===== config.mk =====
export PLATFORM = sky130hd
export DESIGN_NAME = trs_driver
export DESIGN_NICKNAME = d
export VERILOG_FILES = /design/src/rtl/trs_pkg.sv /design/src/rtl/trs_parity.sv /design/src/rtl/trs_driver.sv
export SDC_FILE = /design/constraint.sdc
export NUM_CORES = 1
export LEC_CHECK = 0
export ABC_AREA = 1
export BUFFER_PORTS_ARGS = -buffer_cell sky130_fd_sc_hd__buf_4
export CAP_MARGIN = 20
export CELL_PAD_IN_SITES_DETAIL_PLACEMENT = 1
export CELL_PAD_IN_SITES_GLOBAL_PLACEMENT = 1
export CORE_AREA = 2 2 546 548
export DETAILED_ROUTE_END_ITERATION = 8
export DIE_AREA = 0 0 548 550
export GPL_ROUTABILITY_DRIVEN = 1
export PLACE_DENSITY_LB_ADDON = 0.1
export RECOVER_POWER = 50
export SLEW_MARGIN = 20
export SYNTH_ARGS = -nofsm -noshare
export SYNTH_HDL_FRONTEND = slang
export SYNTH_SLANG_ARGS = --single-unit

===== constraint.sdc =====
create_clock -name aclk -period 2.69 [get_ports aclk]
set_clock_uncertainty 0.2 [all_clocks]
set_input_delay 0.538 -clock aclk [delete_from_list [all_inputs] [get_ports aclk]]
set_output_delay 0.538 -clock aclk [all_outputs]
set_load 0.02 [all_outputs]

===== src/rtl/trs_pkg.sv =====
// Package of the request stream driver: widths, offsets, fields, types.
// Assumes one clock domain and an AXI4-Lite register port.
package trs_pkg;
  localparam int unsigned DATA_W    = 512;  // Request and completion data.
  localparam int unsigned RQ_USER_W = 137;  // Request sideband.
  localparam int unsigned KEEP_W    = 16;   // Dword keep bits.
  localparam int unsigned SEQ_W     = 6;    // Sequence numbers.
  localparam int unsigned TAG_W     = 8;    // One allocated tag.
  localparam int unsigned TAG_DEPTH = 4;    // Tags kept for software.
  localparam int unsigned ADDR_W    = 4;    // Register byte address.
  // Register byte offsets.
  localparam logic [3:0] CTRL_OFS = 4'h0;
  localparam logic [3:0] STAT_OFS = 4'h4;
  localparam logic [3:0] TAGS_OFS = 4'h8;
  localparam logic [3:0] CCFG_OFS = 4'hc;
  // Reset values.
  localparam logic [31:0] CTRL_RST = 32'h0;
  localparam logic [31:0] CCFG_RST = 32'h0;
  // Control register fields.
  localparam int CTL_GO   = 0;
  localparam int CTL_PACK = 1;
  localparam int CTL_PAR  = 2;
  localparam int CTL_NP   = 3;
  localparam int CTL_SEQ  = 4;
  localparam int CTL_LEN  = 10;
  localparam int CTL_ABT  = 14;
  localparam int CTL_KEEP = 18;
  // Completion configuration fields.
  localparam int CC_END1  = 0;
  localparam int CC_ARM   = 4;
  // Request sideband fields.
  localparam int SB_SOP   = 20;
  localparam int SB_SOP0P = 22;
  localparam int SB_EOP   = 26;
  localparam int SB_EOP0P = 28;
  localparam int SB_ABORT = 36;
  // Start and end flag codes, lane code.
  localparam logic [1:0] FLAG_NONE = 2'h0;
  localparam logic [1:0] FLAG_ONE  = 2'h1;
  localparam logic [1:0] FLAG_TWO  = 2'h3;
  localparam logic [1:0] FLAG_BAD  = 2'h2;
  localparam logic [1:0] LANE_0    = 2'h0;
  // AXI responses.
  localparam logic [1:0] RESP_OKAY   = 2'h0;
  localparam logic [1:0] RESP_SLVERR = 2'h2;
  // Stream sequencer states.
  typedef enum logic [0:0] {TRS_IDLE = 1'b0, TRS_SEND = 1'b1} trs_state_e;
  // Tail of the completion sideband, bits 80:12.
  typedef struct packed {
    logic [63:0] parity;      // Odd parity per data byte.
    logic        abort;       // Packet abort flag.
    logic [3:0]  end1_ofs;    // Second end Dword offset.
  } trs_cc_tail_s;
endpackage


===== src/rtl/trs_parity.sv =====
// Odd parity generator, one bit per data byte.
// Assumes purely combinational use on the same clock.
`timescale 1ns/1ps
`default_nettype none
module trs_parity #(
  parameter int BYTES = 64
) (
  input  wire logic [8*BYTES-1:0] data,   // Data to protect.
  input  wire logic               enable, // Zero output when low.
  output logic      [BYTES-1:0]   parity  // Odd parity bits.
);
  // Each bit makes its byte plus itself hold an odd count of ones.
  always_comb begin
    for (int i = 0; i < BYTES; i++) begin
      parity[i] = enable & ~(^data[8*i +: 8]);
    end
  end
endmodule // trs_parity
`default_nettype wire


===== src/rtl/trs_driver.sv =====
// Request stream driver with completion sideband tail and tag capture.
// Assumes the core on the same clock and software on AXI4-Lite.
// Function
// - Second end offset only in packing mode
// - Abort flag marks erroneous packet data
// - No abort in first beat; stays sticky (the completion tail drops it once one aborted beat transfers)
// - Abort only with valid, held until ready
// - No new packet where aborted one ends
// - Parity bits odd per byte, else zero
// - 512-bit data, 137-bit sideband with valid
// - End marker on last beat
// - Keep bits contiguous, ones except last beat
// - Packing mode uses start/end flags
// - Valid held for whole packet
// - Hold beat until ready
// - Capture core tags for completions
// - Pair tags with requests in order
// - Attach six-bit sequence number
// - Flag codes 00, 01, 11 only
// - First packet starts at lane 0
`timescale 1ns/1ps
`default_nettype none
module trs_driver
  import trs_pkg::*;
(
  input  wire logic                         aclk,
  input  wire logic                         aresetn,
  input  wire logic [trs_pkg::ADDR_W-1:0]   s_axil_awaddr,
  input  wire logic                         s_axil_awvalid,
  output logic                              s_axil_awready,
  input  wire logic [31:0]                  s_axil_wdata,
  input  wire logic [3:0]                   s_axil_wstrb,
  input  wire logic                         s_axil_wvalid,
  output logic                              s_axil_wready,
  output logic      [1:0]                   s_axil_bresp,
  output logic                              s_axil_bvalid,
  input  wire logic                         s_axil_bready,
  input  wire logic [trs_pkg::ADDR_W-1:0]   s_axil_araddr,
  input  wire logic                         s_axil_arvalid,
  output logic                              s_axil_arready,
  output logic      [31:0]                  s_axil_rdata,
  output logic      [1:0]                   s_axil_rresp,
  output logic                              s_axil_rvalid,
  input  wire logic                         s_axil_rready,
  output logic [trs_pkg::DATA_W-1:0]        request_input_data,
  output logic [trs_pkg::RQ_USER_W-1:0]     request_input_sideband,
  output logic                              request_end_marker,
  output logic [trs_pkg::KEEP_W-1:0]        request_dword_keep,
  output logic                              request_valid,
  input  wire logic                         request_ready,
  output logic [trs_pkg::SEQ_W-1:0]         request_seq_in,
  input  wire logic [1:0]                   alloc_tag_valid,
  input  wire logic [2*trs_pkg::TAG_W-1:0]  alloc_tag_out,
  input  wire logic [trs_pkg::SEQ_W-1:0]    progress_seq_out_a,
  input  wire logic [trs_pkg::SEQ_W-1:0]    progress_seq_out_b,
  input  wire logic                         progress_seq_valid_a,
  input  wire logic                         progress_seq_valid_b,
  input  wire logic [trs_pkg::DATA_W-1:0]   cc_data,
  input  wire logic                         cc_valid,
  input  wire logic                         cc_ready,
  input  wire logic                         cc_first_beat,
  output trs_pkg::trs_cc_tail_s             completion_sideband_tail
);
  import trs_pkg::*;

  // Merges a write into a register under the byte strobes.
  function automatic logic [31:0] merge(input logic [31:0] old,
                                        input logic [31:0] wd,
                                        input logic [3:0]  st);
    logic [31:0] r;
    r = old;
    for (int b = 0; b < 4; b++) begin
      if (st[b]) begin
        r[8*b +: 8] = wd[8*b +: 8];
      end
    end
    return r;
  endfunction

  logic [31:0]    ctrl_reg;        // Packet command and modes.
  logic [31:0]    ccfg_reg;        // Completion tail settings.
  logic           bvalid_reg;      // Write answer pending.
  logic [1:0]     bresp_reg;       // Write answer code.
  logic           rvalid_reg;      // Read answer pending.
  logic [1:0]     rresp_reg;       // Read answer code.
  logic [31:0]    rdata_reg;       // Read answer data.
  logic           start_reg;       // One-cycle packet start.
  logic           cc_arm_reg;      // Abort armed for completions.
  trs_state_e     state_reg;       // Stream sequencer state.
  logic [3:0]     beat_reg;        // Beat being offered.
  logic [7:0]     tag_cnt_reg;     // Tags captured so far.
  logic [1:0]     tag_ptr_reg;     // Next tag slot.
  logic [TAG_W-1:0] tag_mem [TAG_DEPTH]; // Tags in request order.
  logic           tag_err_reg;     // Reserved tag code seen.
  logic [SEQ_W-1:0] last_seq_reg;  // Latest progress number.
  logic [7:0]     seq_cnt_reg;     // Progress numbers seen.
  logic           wr_take;         // Write address and data taken.
  logic           ar_take;         // Read address taken.
  logic           hs;              // Request beat transfers.
  logic           last_beat;       // Offered beat ends the packet.
  logic [3:0]     len;             // Beats in packet minus one.
  logic [3:0]     abt_beat;        // Beat that starts the abort.
  logic [3:0]     keep_last;       // Dwords in last beat, 0 is 16.
  logic [63:0]    cc_par;          // Parity of completion data.

  assign len       = ctrl_reg[CTL_LEN +: 4];
  assign abt_beat  = ctrl_reg[CTL_ABT +: 4];
  assign keep_last = ctrl_reg[CTL_KEEP +: 4];
  assign hs        = request_valid & request_ready;
  assign last_beat = (beat_reg == len);

  // Write channel: both halves taken together, one write at a time.
  assign wr_take        = s_axil_awvalid & s_axil_wvalid & ~bvalid_reg;
  assign s_axil_awready = wr_take;
  assign s_axil_wready  = wr_take;
  assign s_axil_bvalid  = bvalid_reg;
  assign s_axil_bresp   = bresp_reg;

  // Write answer follows one cycle after the take.
  always_ff @(posedge aclk) begin
    if (!aresetn) begin
      bvalid_reg <= 1'b0;
      bresp_reg  <= RESP_OKAY;
    end else if (wr_take) begin
      bvalid_reg <= 1'b1;
      bresp_reg  <= (s_axil_awaddr == CTRL_OFS || s_axil_awaddr == CCFG_OFS) ? RESP_OKAY : RESP_SLVERR;
    end else if (s_axil_bready) begin
      bvalid_reg <= 1'b0;
    end
  end

  // Configuration writes; the go bit never stores, it only starts.
  always_ff @(posedge aclk) begin
    if (!aresetn) begin
      ctrl_reg  <= CTRL_RST;
      ccfg_reg  <= CCFG_RST;
      start_reg <= 1'b0;
    end else begin
      start_reg <= 1'b0;
      if (wr_take && s_axil_awaddr == CTRL_OFS && state_reg == TRS_IDLE && !start_reg) begin
        ctrl_reg          <= merge(ctrl_reg, s_axil_wdata, s_axil_wstrb);
        ctrl_reg[CTL_GO]  <= 1'b0;
        start_reg         <= s_axil_wstrb[0] & s_axil_wdata[CTL_GO];
      end
      if (wr_take && s_axil_awaddr == CCFG_OFS) begin
        ccfg_reg <= merge(ccfg_reg, s_axil_wdata, s_axil_wstrb);
      end
    end
  end

  // Read channel: answer one cycle after the address is taken.
  assign ar_take        = s_axil_arvalid & ~rvalid_reg;
  assign s_axil_arready = ar_take;
  assign s_axil_rvalid  = rvalid_reg;
  assign s_axil_rresp   = rresp_reg;
  assign s_axil_rdata   = rdata_reg;

  always_ff @(posedge aclk) begin
    if (!aresetn) begin
      rvalid_reg <= 1'b0;
      rresp_reg  <= RESP_OKAY;
      rdata_reg  <= 32'h0;
    end else if (ar_take) begin
      rvalid_reg <= 1'b1;
      rresp_reg  <= RESP_OKAY;
      case (s_axil_araddr)
        CTRL_OFS: rdata_reg <= ctrl_reg;
        STAT_OFS: rdata_reg <= {seq_cnt_reg, 2'h0, last_seq_reg, tag_cnt_reg,
                                5'h0, tag_err_reg, cc_arm_reg, (state_reg == TRS_SEND)};
        TAGS_OFS: rdata_reg <= {tag_mem[3], tag_mem[2], tag_mem[1], tag_mem[0]};
        CCFG_OFS: rdata_reg <= ccfg_reg;
        default: begin
          rdata_reg <= 32'h0;
          rresp_reg <= RESP_SLVERR;
        end
      endcase
    end else if (s_axil_rready) begin
      rvalid_reg <= 1'b0;
    end
  end

  // Keep bits of a beat: all ones, or the low Dwords of the last beat.
  function automatic logic [KEEP_W-1:0] keep_of(input logic lst, input logic [3:0] k);
    logic [KEEP_W-1:0] m;
    m = {KEEP_W{1'b1}};
    if (lst && k != 4'h0) begin
      m = KEEP_W'((17'h1 << k) - 17'h1);
    end
    return m;
  endfunction

  // Sideband of a beat: one packet per beat, starting at lane 0.
  function automatic logic [RQ_USER_W-1:0] sb_of(input logic [3:0] b, input logic lst,
                                                 input logic [3:0] k, input logic [3:0] ab);
    logic [RQ_USER_W-1:0] s;
    s = '0;
    s[SB_SOP +: 2]   = (b == 4'h0) ? FLAG_ONE : FLAG_NONE;
    s[SB_SOP0P +: 2] = LANE_0;
    s[SB_EOP +: 2]   = lst ? FLAG_ONE : FLAG_NONE;
    s[SB_EOP0P +: 4] = lst ? (k - 4'h1) : 4'h0;
    s[SB_ABORT]      = (ab != 4'h0) && (b >= ab);
    return s;
  endfunction

  // Stream sequencer: a beat changes only when it transfers.
  always_ff @(posedge aclk) begin
    if (!aresetn) begin
      state_reg              <= TRS_IDLE;
      beat_reg               <= 4'h0;
      request_valid          <= 1'b0;
      request_input_data     <= '0;
      request_input_sideband <= '0;
      request_end_marker     <= 1'b0;
      request_dword_keep     <= '0;
      request_seq_in         <= '0;
    end else begin
      case (state_reg)
        TRS_IDLE: begin
          if (start_reg) begin
            state_reg              <= TRS_SEND;
            beat_reg               <= 4'h0;
            request_valid          <= 1'b1;
            request_input_data     <= {16{18'h0, ctrl_reg[CTL_SEQ +: 6], 8'h0}};
            request_input_sideband <= sb_of(4'h0, len == 4'h0, keep_last, abt_beat);
            request_end_marker     <= (len == 4'h0);
            request_dword_keep     <= keep_of(len == 4'h0, keep_last);
            request_seq_in         <= ctrl_reg[CTL_SEQ +: 6];
          end
        end
        TRS_SEND: begin
          if (hs) begin
            if (last_beat) begin
              state_reg          <= TRS_IDLE;
              request_valid      <= 1'b0;
              request_end_marker <= 1'b0;
            end else begin
              beat_reg               <= beat_reg + 4'h1;
              request_input_data     <= {16{18'h0, ctrl_reg[CTL_SEQ +: 6], 4'h0, beat_reg + 4'h1}};
              request_input_sideband <= sb_of(beat_reg + 4'h1, beat_reg + 4'h1 == len, keep_last, abt_beat);
              request_end_marker     <= (beat_reg + 4'h1 == len);
              request_dword_keep     <= keep_of(beat_reg + 4'h1 == len, keep_last);
            end
          end
        end
        default: state_reg <= TRS_IDLE;
      endcase
    end
  end

  // Tag capture in transfer order; the low byte is the earlier request.
  always_ff @(posedge aclk) begin
    if (!aresetn) begin
      tag_cnt_reg <= 8'h0;
      tag_ptr_reg <= 2'h0;
      tag_err_reg <= 1'b0;
      for (int i = 0; i < TAG_DEPTH; i++) begin
        tag_mem[i] <= '0;
      end
    end else begin
      case (alloc_tag_valid)
        FLAG_ONE: begin
          tag_mem[tag_ptr_reg] <= alloc_tag_out[7:0];
          tag_ptr_reg          <= tag_ptr_reg + 2'h1;
          tag_cnt_reg          <= tag_cnt_reg + 8'h1;
        end
        FLAG_TWO: begin
          tag_mem[tag_ptr_reg]        <= alloc_tag_out[7:0];
          tag_mem[tag_ptr_reg + 2'h1] <= alloc_tag_out[15:8];
          tag_ptr_reg                 <= tag_ptr_reg + 2'h2;
          tag_cnt_reg                 <= tag_cnt_reg + 8'h2;
        end
        FLAG_BAD: tag_err_reg <= 1'b1;
        default: tag_err_reg <= tag_err_reg;
      endcase
    end
  end

  // Progress numbers; the second output is the later one when both pulse.
  always_ff @(posedge aclk) begin
    if (!aresetn) begin
      last_seq_reg <= '0;
      seq_cnt_reg  <= 8'h0;
    end else begin
      if (progress_seq_valid_b) begin
        last_seq_reg <= progress_seq_out_b;
      end else if (progress_seq_valid_a) begin
        last_seq_reg <= progress_seq_out_a;
      end
      seq_cnt_reg <= seq_cnt_reg + 8'(progress_seq_valid_a) + 8'(progress_seq_valid_b);
    end
  end

  // Completion abort arming; cleared once an aborted beat transfers.
  // The completion source must not start a packet in that ending beat.
  always_ff @(posedge aclk) begin
    if (!aresetn) begin
      cc_arm_reg <= 1'b0;
    end else if (wr_take && s_axil_awaddr == CCFG_OFS && s_axil_wstrb[0] && s_axil_wdata[CC_ARM]) begin
      cc_arm_reg <= 1'b1;
    end else if (completion_sideband_tail.abort && cc_ready) begin
      cc_arm_reg <= 1'b0;
    end
  end

  trs_parity #(.BYTES(64)) u_cc_parity (
    .data   (cc_data),
    .enable (ctrl_reg[CTL_PAR]),
    .parity (cc_par)
  );

  // Completion tail: abort only in a non-first beat while valid.
  always_comb begin
    completion_sideband_tail.parity   = cc_par;
    completion_sideband_tail.abort    = cc_arm_reg & cc_valid & ~cc_first_beat;
    completion_sideband_tail.end1_ofs = ctrl_reg[CTL_PACK] ? ccfg_reg[CC_END1 +: 4] : 4'h0;
  end

  // Checks on what this driver produces.
  chk_rq_hold_beat: assert property (@(posedge aclk) disable iff (!aresetn)
    request_valid && !request_ready |=> request_valid && $stable(request_input_data)
      && $stable(request_input_sideband) && $stable(request_dword_keep) && $stable(request_end_marker))
    else $error("Request beat changed before ready.");
  chk_rq_valid_run: assert property (@(posedge aclk) disable iff (!aresetn)
    hs && !request_end_marker |=> request_valid)
    else $error("Valid dropped inside a packet.");
  chk_abort_not_first: assert property (@(posedge aclk) disable iff (!aresetn)
    request_valid && request_input_sideband[SB_SOP +: 2] != FLAG_NONE |-> !request_input_sideband[SB_ABORT])
    else $error("Abort raised in first beat.");
  chk_abort_sticky: assert property (@(posedge aclk) disable iff (!aresetn)
    hs && request_input_sideband[SB_ABORT] && !request_end_marker |=> request_input_sideband[SB_ABORT])
    else $error("Abort dropped before packet end.");
  chk_flag_codes: assert property (@(posedge aclk) disable iff (!aresetn)
    request_valid |-> request_input_sideband[SB_SOP +: 2] != FLAG_BAD
      && request_input_sideband[SB_EOP +: 2] != FLAG_BAD && request_input_sideband[SB_SOP0P +: 2] == LANE_0)
    else $error("Illegal start or end flag code.");
  chk_end_marker: assert property (@(posedge aclk) disable iff (!aresetn)
    request_valid |-> request_end_marker == (request_input_sideband[SB_EOP +: 2] == FLAG_ONE))
    else $error("End marker and end flag disagree.");
  chk_keep_contig: assert property (@(posedge aclk) disable iff (!aresetn)
    request_valid |-> ((request_dword_keep + 16'h1) & request_dword_keep) == 16'h0
      && request_dword_keep[0] && (request_end_marker || &request_dword_keep))
    else $error("Keep bits not contiguous.");
  chk_cc_abort_valid: assert property (@(posedge aclk) disable iff (!aresetn)
    completion_sideband_tail.abort && !cc_ready && $stable(cc_valid) |=> completion_sideband_tail.abort)
    else $error("Completion abort dropped before ready.");
  chk_cc_end1_off: assert property (@(posedge aclk) disable iff (!aresetn)
    !ctrl_reg[CTL_PACK] |-> completion_sideband_tail.end1_ofs == 4'h0)
    else $error("Second end offset driven without packing.");
  chk_tag_pairs: assert property (@(posedge aclk) disable iff (!aresetn)
    alloc_tag_valid == FLAG_TWO |=> tag_cnt_reg == $past(tag_cnt_reg) + 8'h2)
    else $error("Two tags not both captured.");

  cov_backpressure: cover property (@(posedge aclk) disable iff (!aresetn)
    request_valid && !request_ready ##1 hs);
  cov_aborted_pkt: cover property (@(posedge aclk) disable iff (!aresetn)
    hs && request_input_sideband[SB_ABORT] && request_end_marker);
  cov_two_tags: cover property (@(posedge aclk) disable iff (!aresetn) alloc_tag_valid == FLAG_TWO);
  cov_two_seqs: cover property (@(posedge aclk) disable iff (!aresetn)
    progress_seq_valid_a && progress_seq_valid_b);
endmodule // trs_driver
`default_nettype wire


==> impl_results.md <==
- Final Slew Violations: 109
- Drt pass-1 iters: 4
- Worst Max-Slew Pin Slew: approximately 1.7 ns
- Category of the critical setup timing path: flip-flop to primary output
- Initial standard-cell utilization of the core: under 10%
- Vias in the first global route: 17200
- Proportion of layout cells with a drive suffix above 1: 31.0%
- Nature of the critical path startpoint: flip-flop
- Skew-Pair Late Insertion Delay: 0.51 ns
- Capture instance of the worst register-to-register path: ctrl_reg[1]$_SDFFE_PN0P_
- Critical path required time: roughly 2.0 ns
- Upper clock frequency limit: around 380 MHz
- Total instance count after detailed placement: 7086
- Post-synth EDFFs: 32
- Setup slack, reg-to-reg: 0.18 ns
- Part of the Yosys area used for sequential elements: between 20% and 30%
- Leak: ~11 nW
- Maximum number of pins on one net before global-route repair: between 100 and 150
- Worst Hold Endpoint: s_axil_rvalid$_SDFFE_PN0P_
- Clk root buf: clkbuf_16
- Clock input transition at the sequential cells of the worst setup and hold paths: 0.10 ns
- Yosys Warn Count: 0
- Clock sink count: 200
- Antenna violations before repair: 50
- Drc violations: 0
- Async set-reset flop share out of synthesis: 0%
- Core region area: 296000 um2
- Final global-route overflow total: 0
- Half-perimeter wire length of the detailed placement result: between 100 and 150 mm
- Cell Count, Final, Fillers Out: 7145
- Number of H-tree levels: 4
- TritonCTS clock tree: yes
- Top cells by area in the synthesized netlist: buf_4, dfxtp_1, xnor2_1
- DRC marker count from the first detailed-route iteration: 480
- Number of distinct library cell variants in the gate-level netlist after synthesis: 40
- Final wirelength: 122 mm
- Average cell area after synthesis: 7.63 um2
- Worst R2R Path Depth: 7
- Final RePlAce weighted congestion: 0.740
- Via/cell ratio: 2.35
- Mapped Area: 18100 um2
- Cell type with the highest aggregate area in the netlist: buf_4
- Count of buffers from port buffering: 897
- Post-synth top area share: 26.5%
- RSZ-0062 raised after global routing: true
- Final-stage net count: around 3800
- Slack of the critical path: 0.0559 ns
- Predominant post-synthesis flop cell: dfxtp_1
- Worst-path maximum fanout: 6
- Die area: 301000 um2
- Peak supply drop: 0.508 mV
- X dimension of the die: approximately 550 um
- Layout-stage area growth over the synthesis result: 53.6%
- Minimum clock period: ~2.6 ns
- Hold violation total from the final report: 0
- Final Cycle Share: 97.9%
- Violated checks: max-capacitance violations, max-slew violations
- Number of cells produced by synthesis: roughly 2400
- Number of antenna-violating nets in the routed design: 0
- Place WS: -0.563 ns
- Number of cells on the worst hold path: 4
- Launch instance of the worst min-delay path: s_axil_rready
- Die outline height: 550 um
- I/O pin count: 1382
- Num CTS Buffers: 17
- Critical path origin: ctrl_reg[2]$_SDFFE_PN0P_
- Total number of placement rows: 200
- Number of vias in the routed layout: 16800
- Global-route usage over all layers: 7.75%
- CTS Hold Buffers Added: 0
- Critical Path AT: 1.90 ns
- Max-cap viol count: 1
- Status: finished with violations
- Crit path capture type: primary output
- Number of failing setup endpoints in the final timing report: 0
- Flops & latches, synth: 200
- Beginning of the worst register-to-register path: state_reg$_SDFF_PN0_
- Worst slew margin: -15.8%
- Number of buffers on the longest clock path: 2
- Wirelength per Cell: 17.1 um
- Hold Slack: 0.0648 ns
- PD cells: 324 nW/um2
- Class of the worst hold path: input pin to flip-flop
- Global-route wire length before repair: around 160 mm
[power by group]
part	leakage (nW)	internal, W	switching [W]
sequential	1.69	0.00311	0.0000385
combinational	9.22	0.00120	0.00176
clock	0.296	0.00129	0.00164
total	11.2	0.00559	0.00344
[worst max-delay path, cell delays in order (launching register included)]
cell and delay [ns]:
dfxtp_4 0.47, bufbuf_16 0.32, o21ai_0 0.11, a21oi_2 0.20, buf_4 0.14, buf_4 0.15
[cell usage in the layout (no fill, tap or decap), drive strengths merged, types with 32 or more instances in the layout]
cell / count
inv: 153
dfxtp: 168
nand2: 290
a21oi: 162
a211oi: 32
o21ai: 170
buf: 891
xor2: 72
edfxtp: 32
clkbuf: 115
nor2: 126
xnor2: 325
conb: 484
nand3: 60
[Yosys cell counts, drive strengths merged, types with 3 or more instances]
cell and instances:
buf 659, a31oi 3, nand4 20, nand3 60, xor2 72, a211oi 32, a21oi 162, nand2 290
o21ai 170, nor2 126, nor3 4, xnor2 325, ha 18, o22ai 28, inv 146, dfxtp 168
clkbuf 34, o211ai 18, edfxtp 32
[routing by layer]
metal  global-route usage [%]  up-vias  wire [um]
li1                         -     8127          -
met1                     8.72     7742      48200
met2                     14.0      796      62200
met3                     3.06       73      11000
met4                    0.974       42        869
met5                        0        -        241
[worst max-delay path by stage]
stage / end / depth (start not counted) / slack [ns]
3_3_place_gp: completion_sideband_tail[48] / 6 / -0.63
3_5_place_dp: completion_sideband_tail[48] / 6 / -0.56
6_report: completion_sideband_tail[8] / 5 / 0.06
4_1_cts: completion_sideband_tail[26] / 5 / -0.07
5_1_grt: completion_sideband_tail[27] / 5 / -0.08
2_1_floorplan: request_input_sideband[36]$_SDFFE_PN0P_ / 9 / 0.44
[layout make-up]
| class | instances | area (um2) |
|---|---|---|
| Tap cell | 3939 | 4930 |
| Clock inverter | 14 | 168 |
| Fill cell | 35500 | 268000 |
| Multi-Input combinational cell | 1818 | 10000 |
| Timing Repair Buffer | 989 | 7320 |
| Clock buffer | 18 | 439 |
| Inverter | 147 | 556 |
| Antenna cell | 20 | 50.0 |
| Sequential cell | 200 | 4330 |
[metrics by stage]
stage	total power (W)	instance area [um2]	setup TNS, ns	util, %
after detailed placement	0.00619	27300	-0.806	9.22
after floorplan	0.00536	19900	0	-
final	0.00903	27800	0	9.42
after global placement	0.00618	27300	-0.957	9.22
after global routing	0.00964	27800	-1.15	9.41
after CTS	0.00935	28100	-0.366	9.52
[timing repair]
item                                    CTS  global route
pin swaps                                 1             0
buffers inserted                          5             1
endpoints found under the setup margin   23            39
cloned                                    2             0
resized for setup                        47            23
[cell families (layout without fill, tap and decap cells)]
| group | after synthesis | count (layout) | synth area share (%) |
|---|---|---|---|
| other | 1 | 504 | 0.0207 |
| AOI/OAI and AO/OA | 415 | 415 | 12.6 |
| adders and majority gates | 19 | 19 | 1.35 |
| buffers and inverters | 841 | 1168 | 31.4 |
| xor gates and xnor gates | 397 | 397 | 19.2 |
| DFF | 200 | 200 | 23.9 |
| and+or+nand+nor | 503 | 503 | 11.6 |
(Power assumes the default switching activity.)
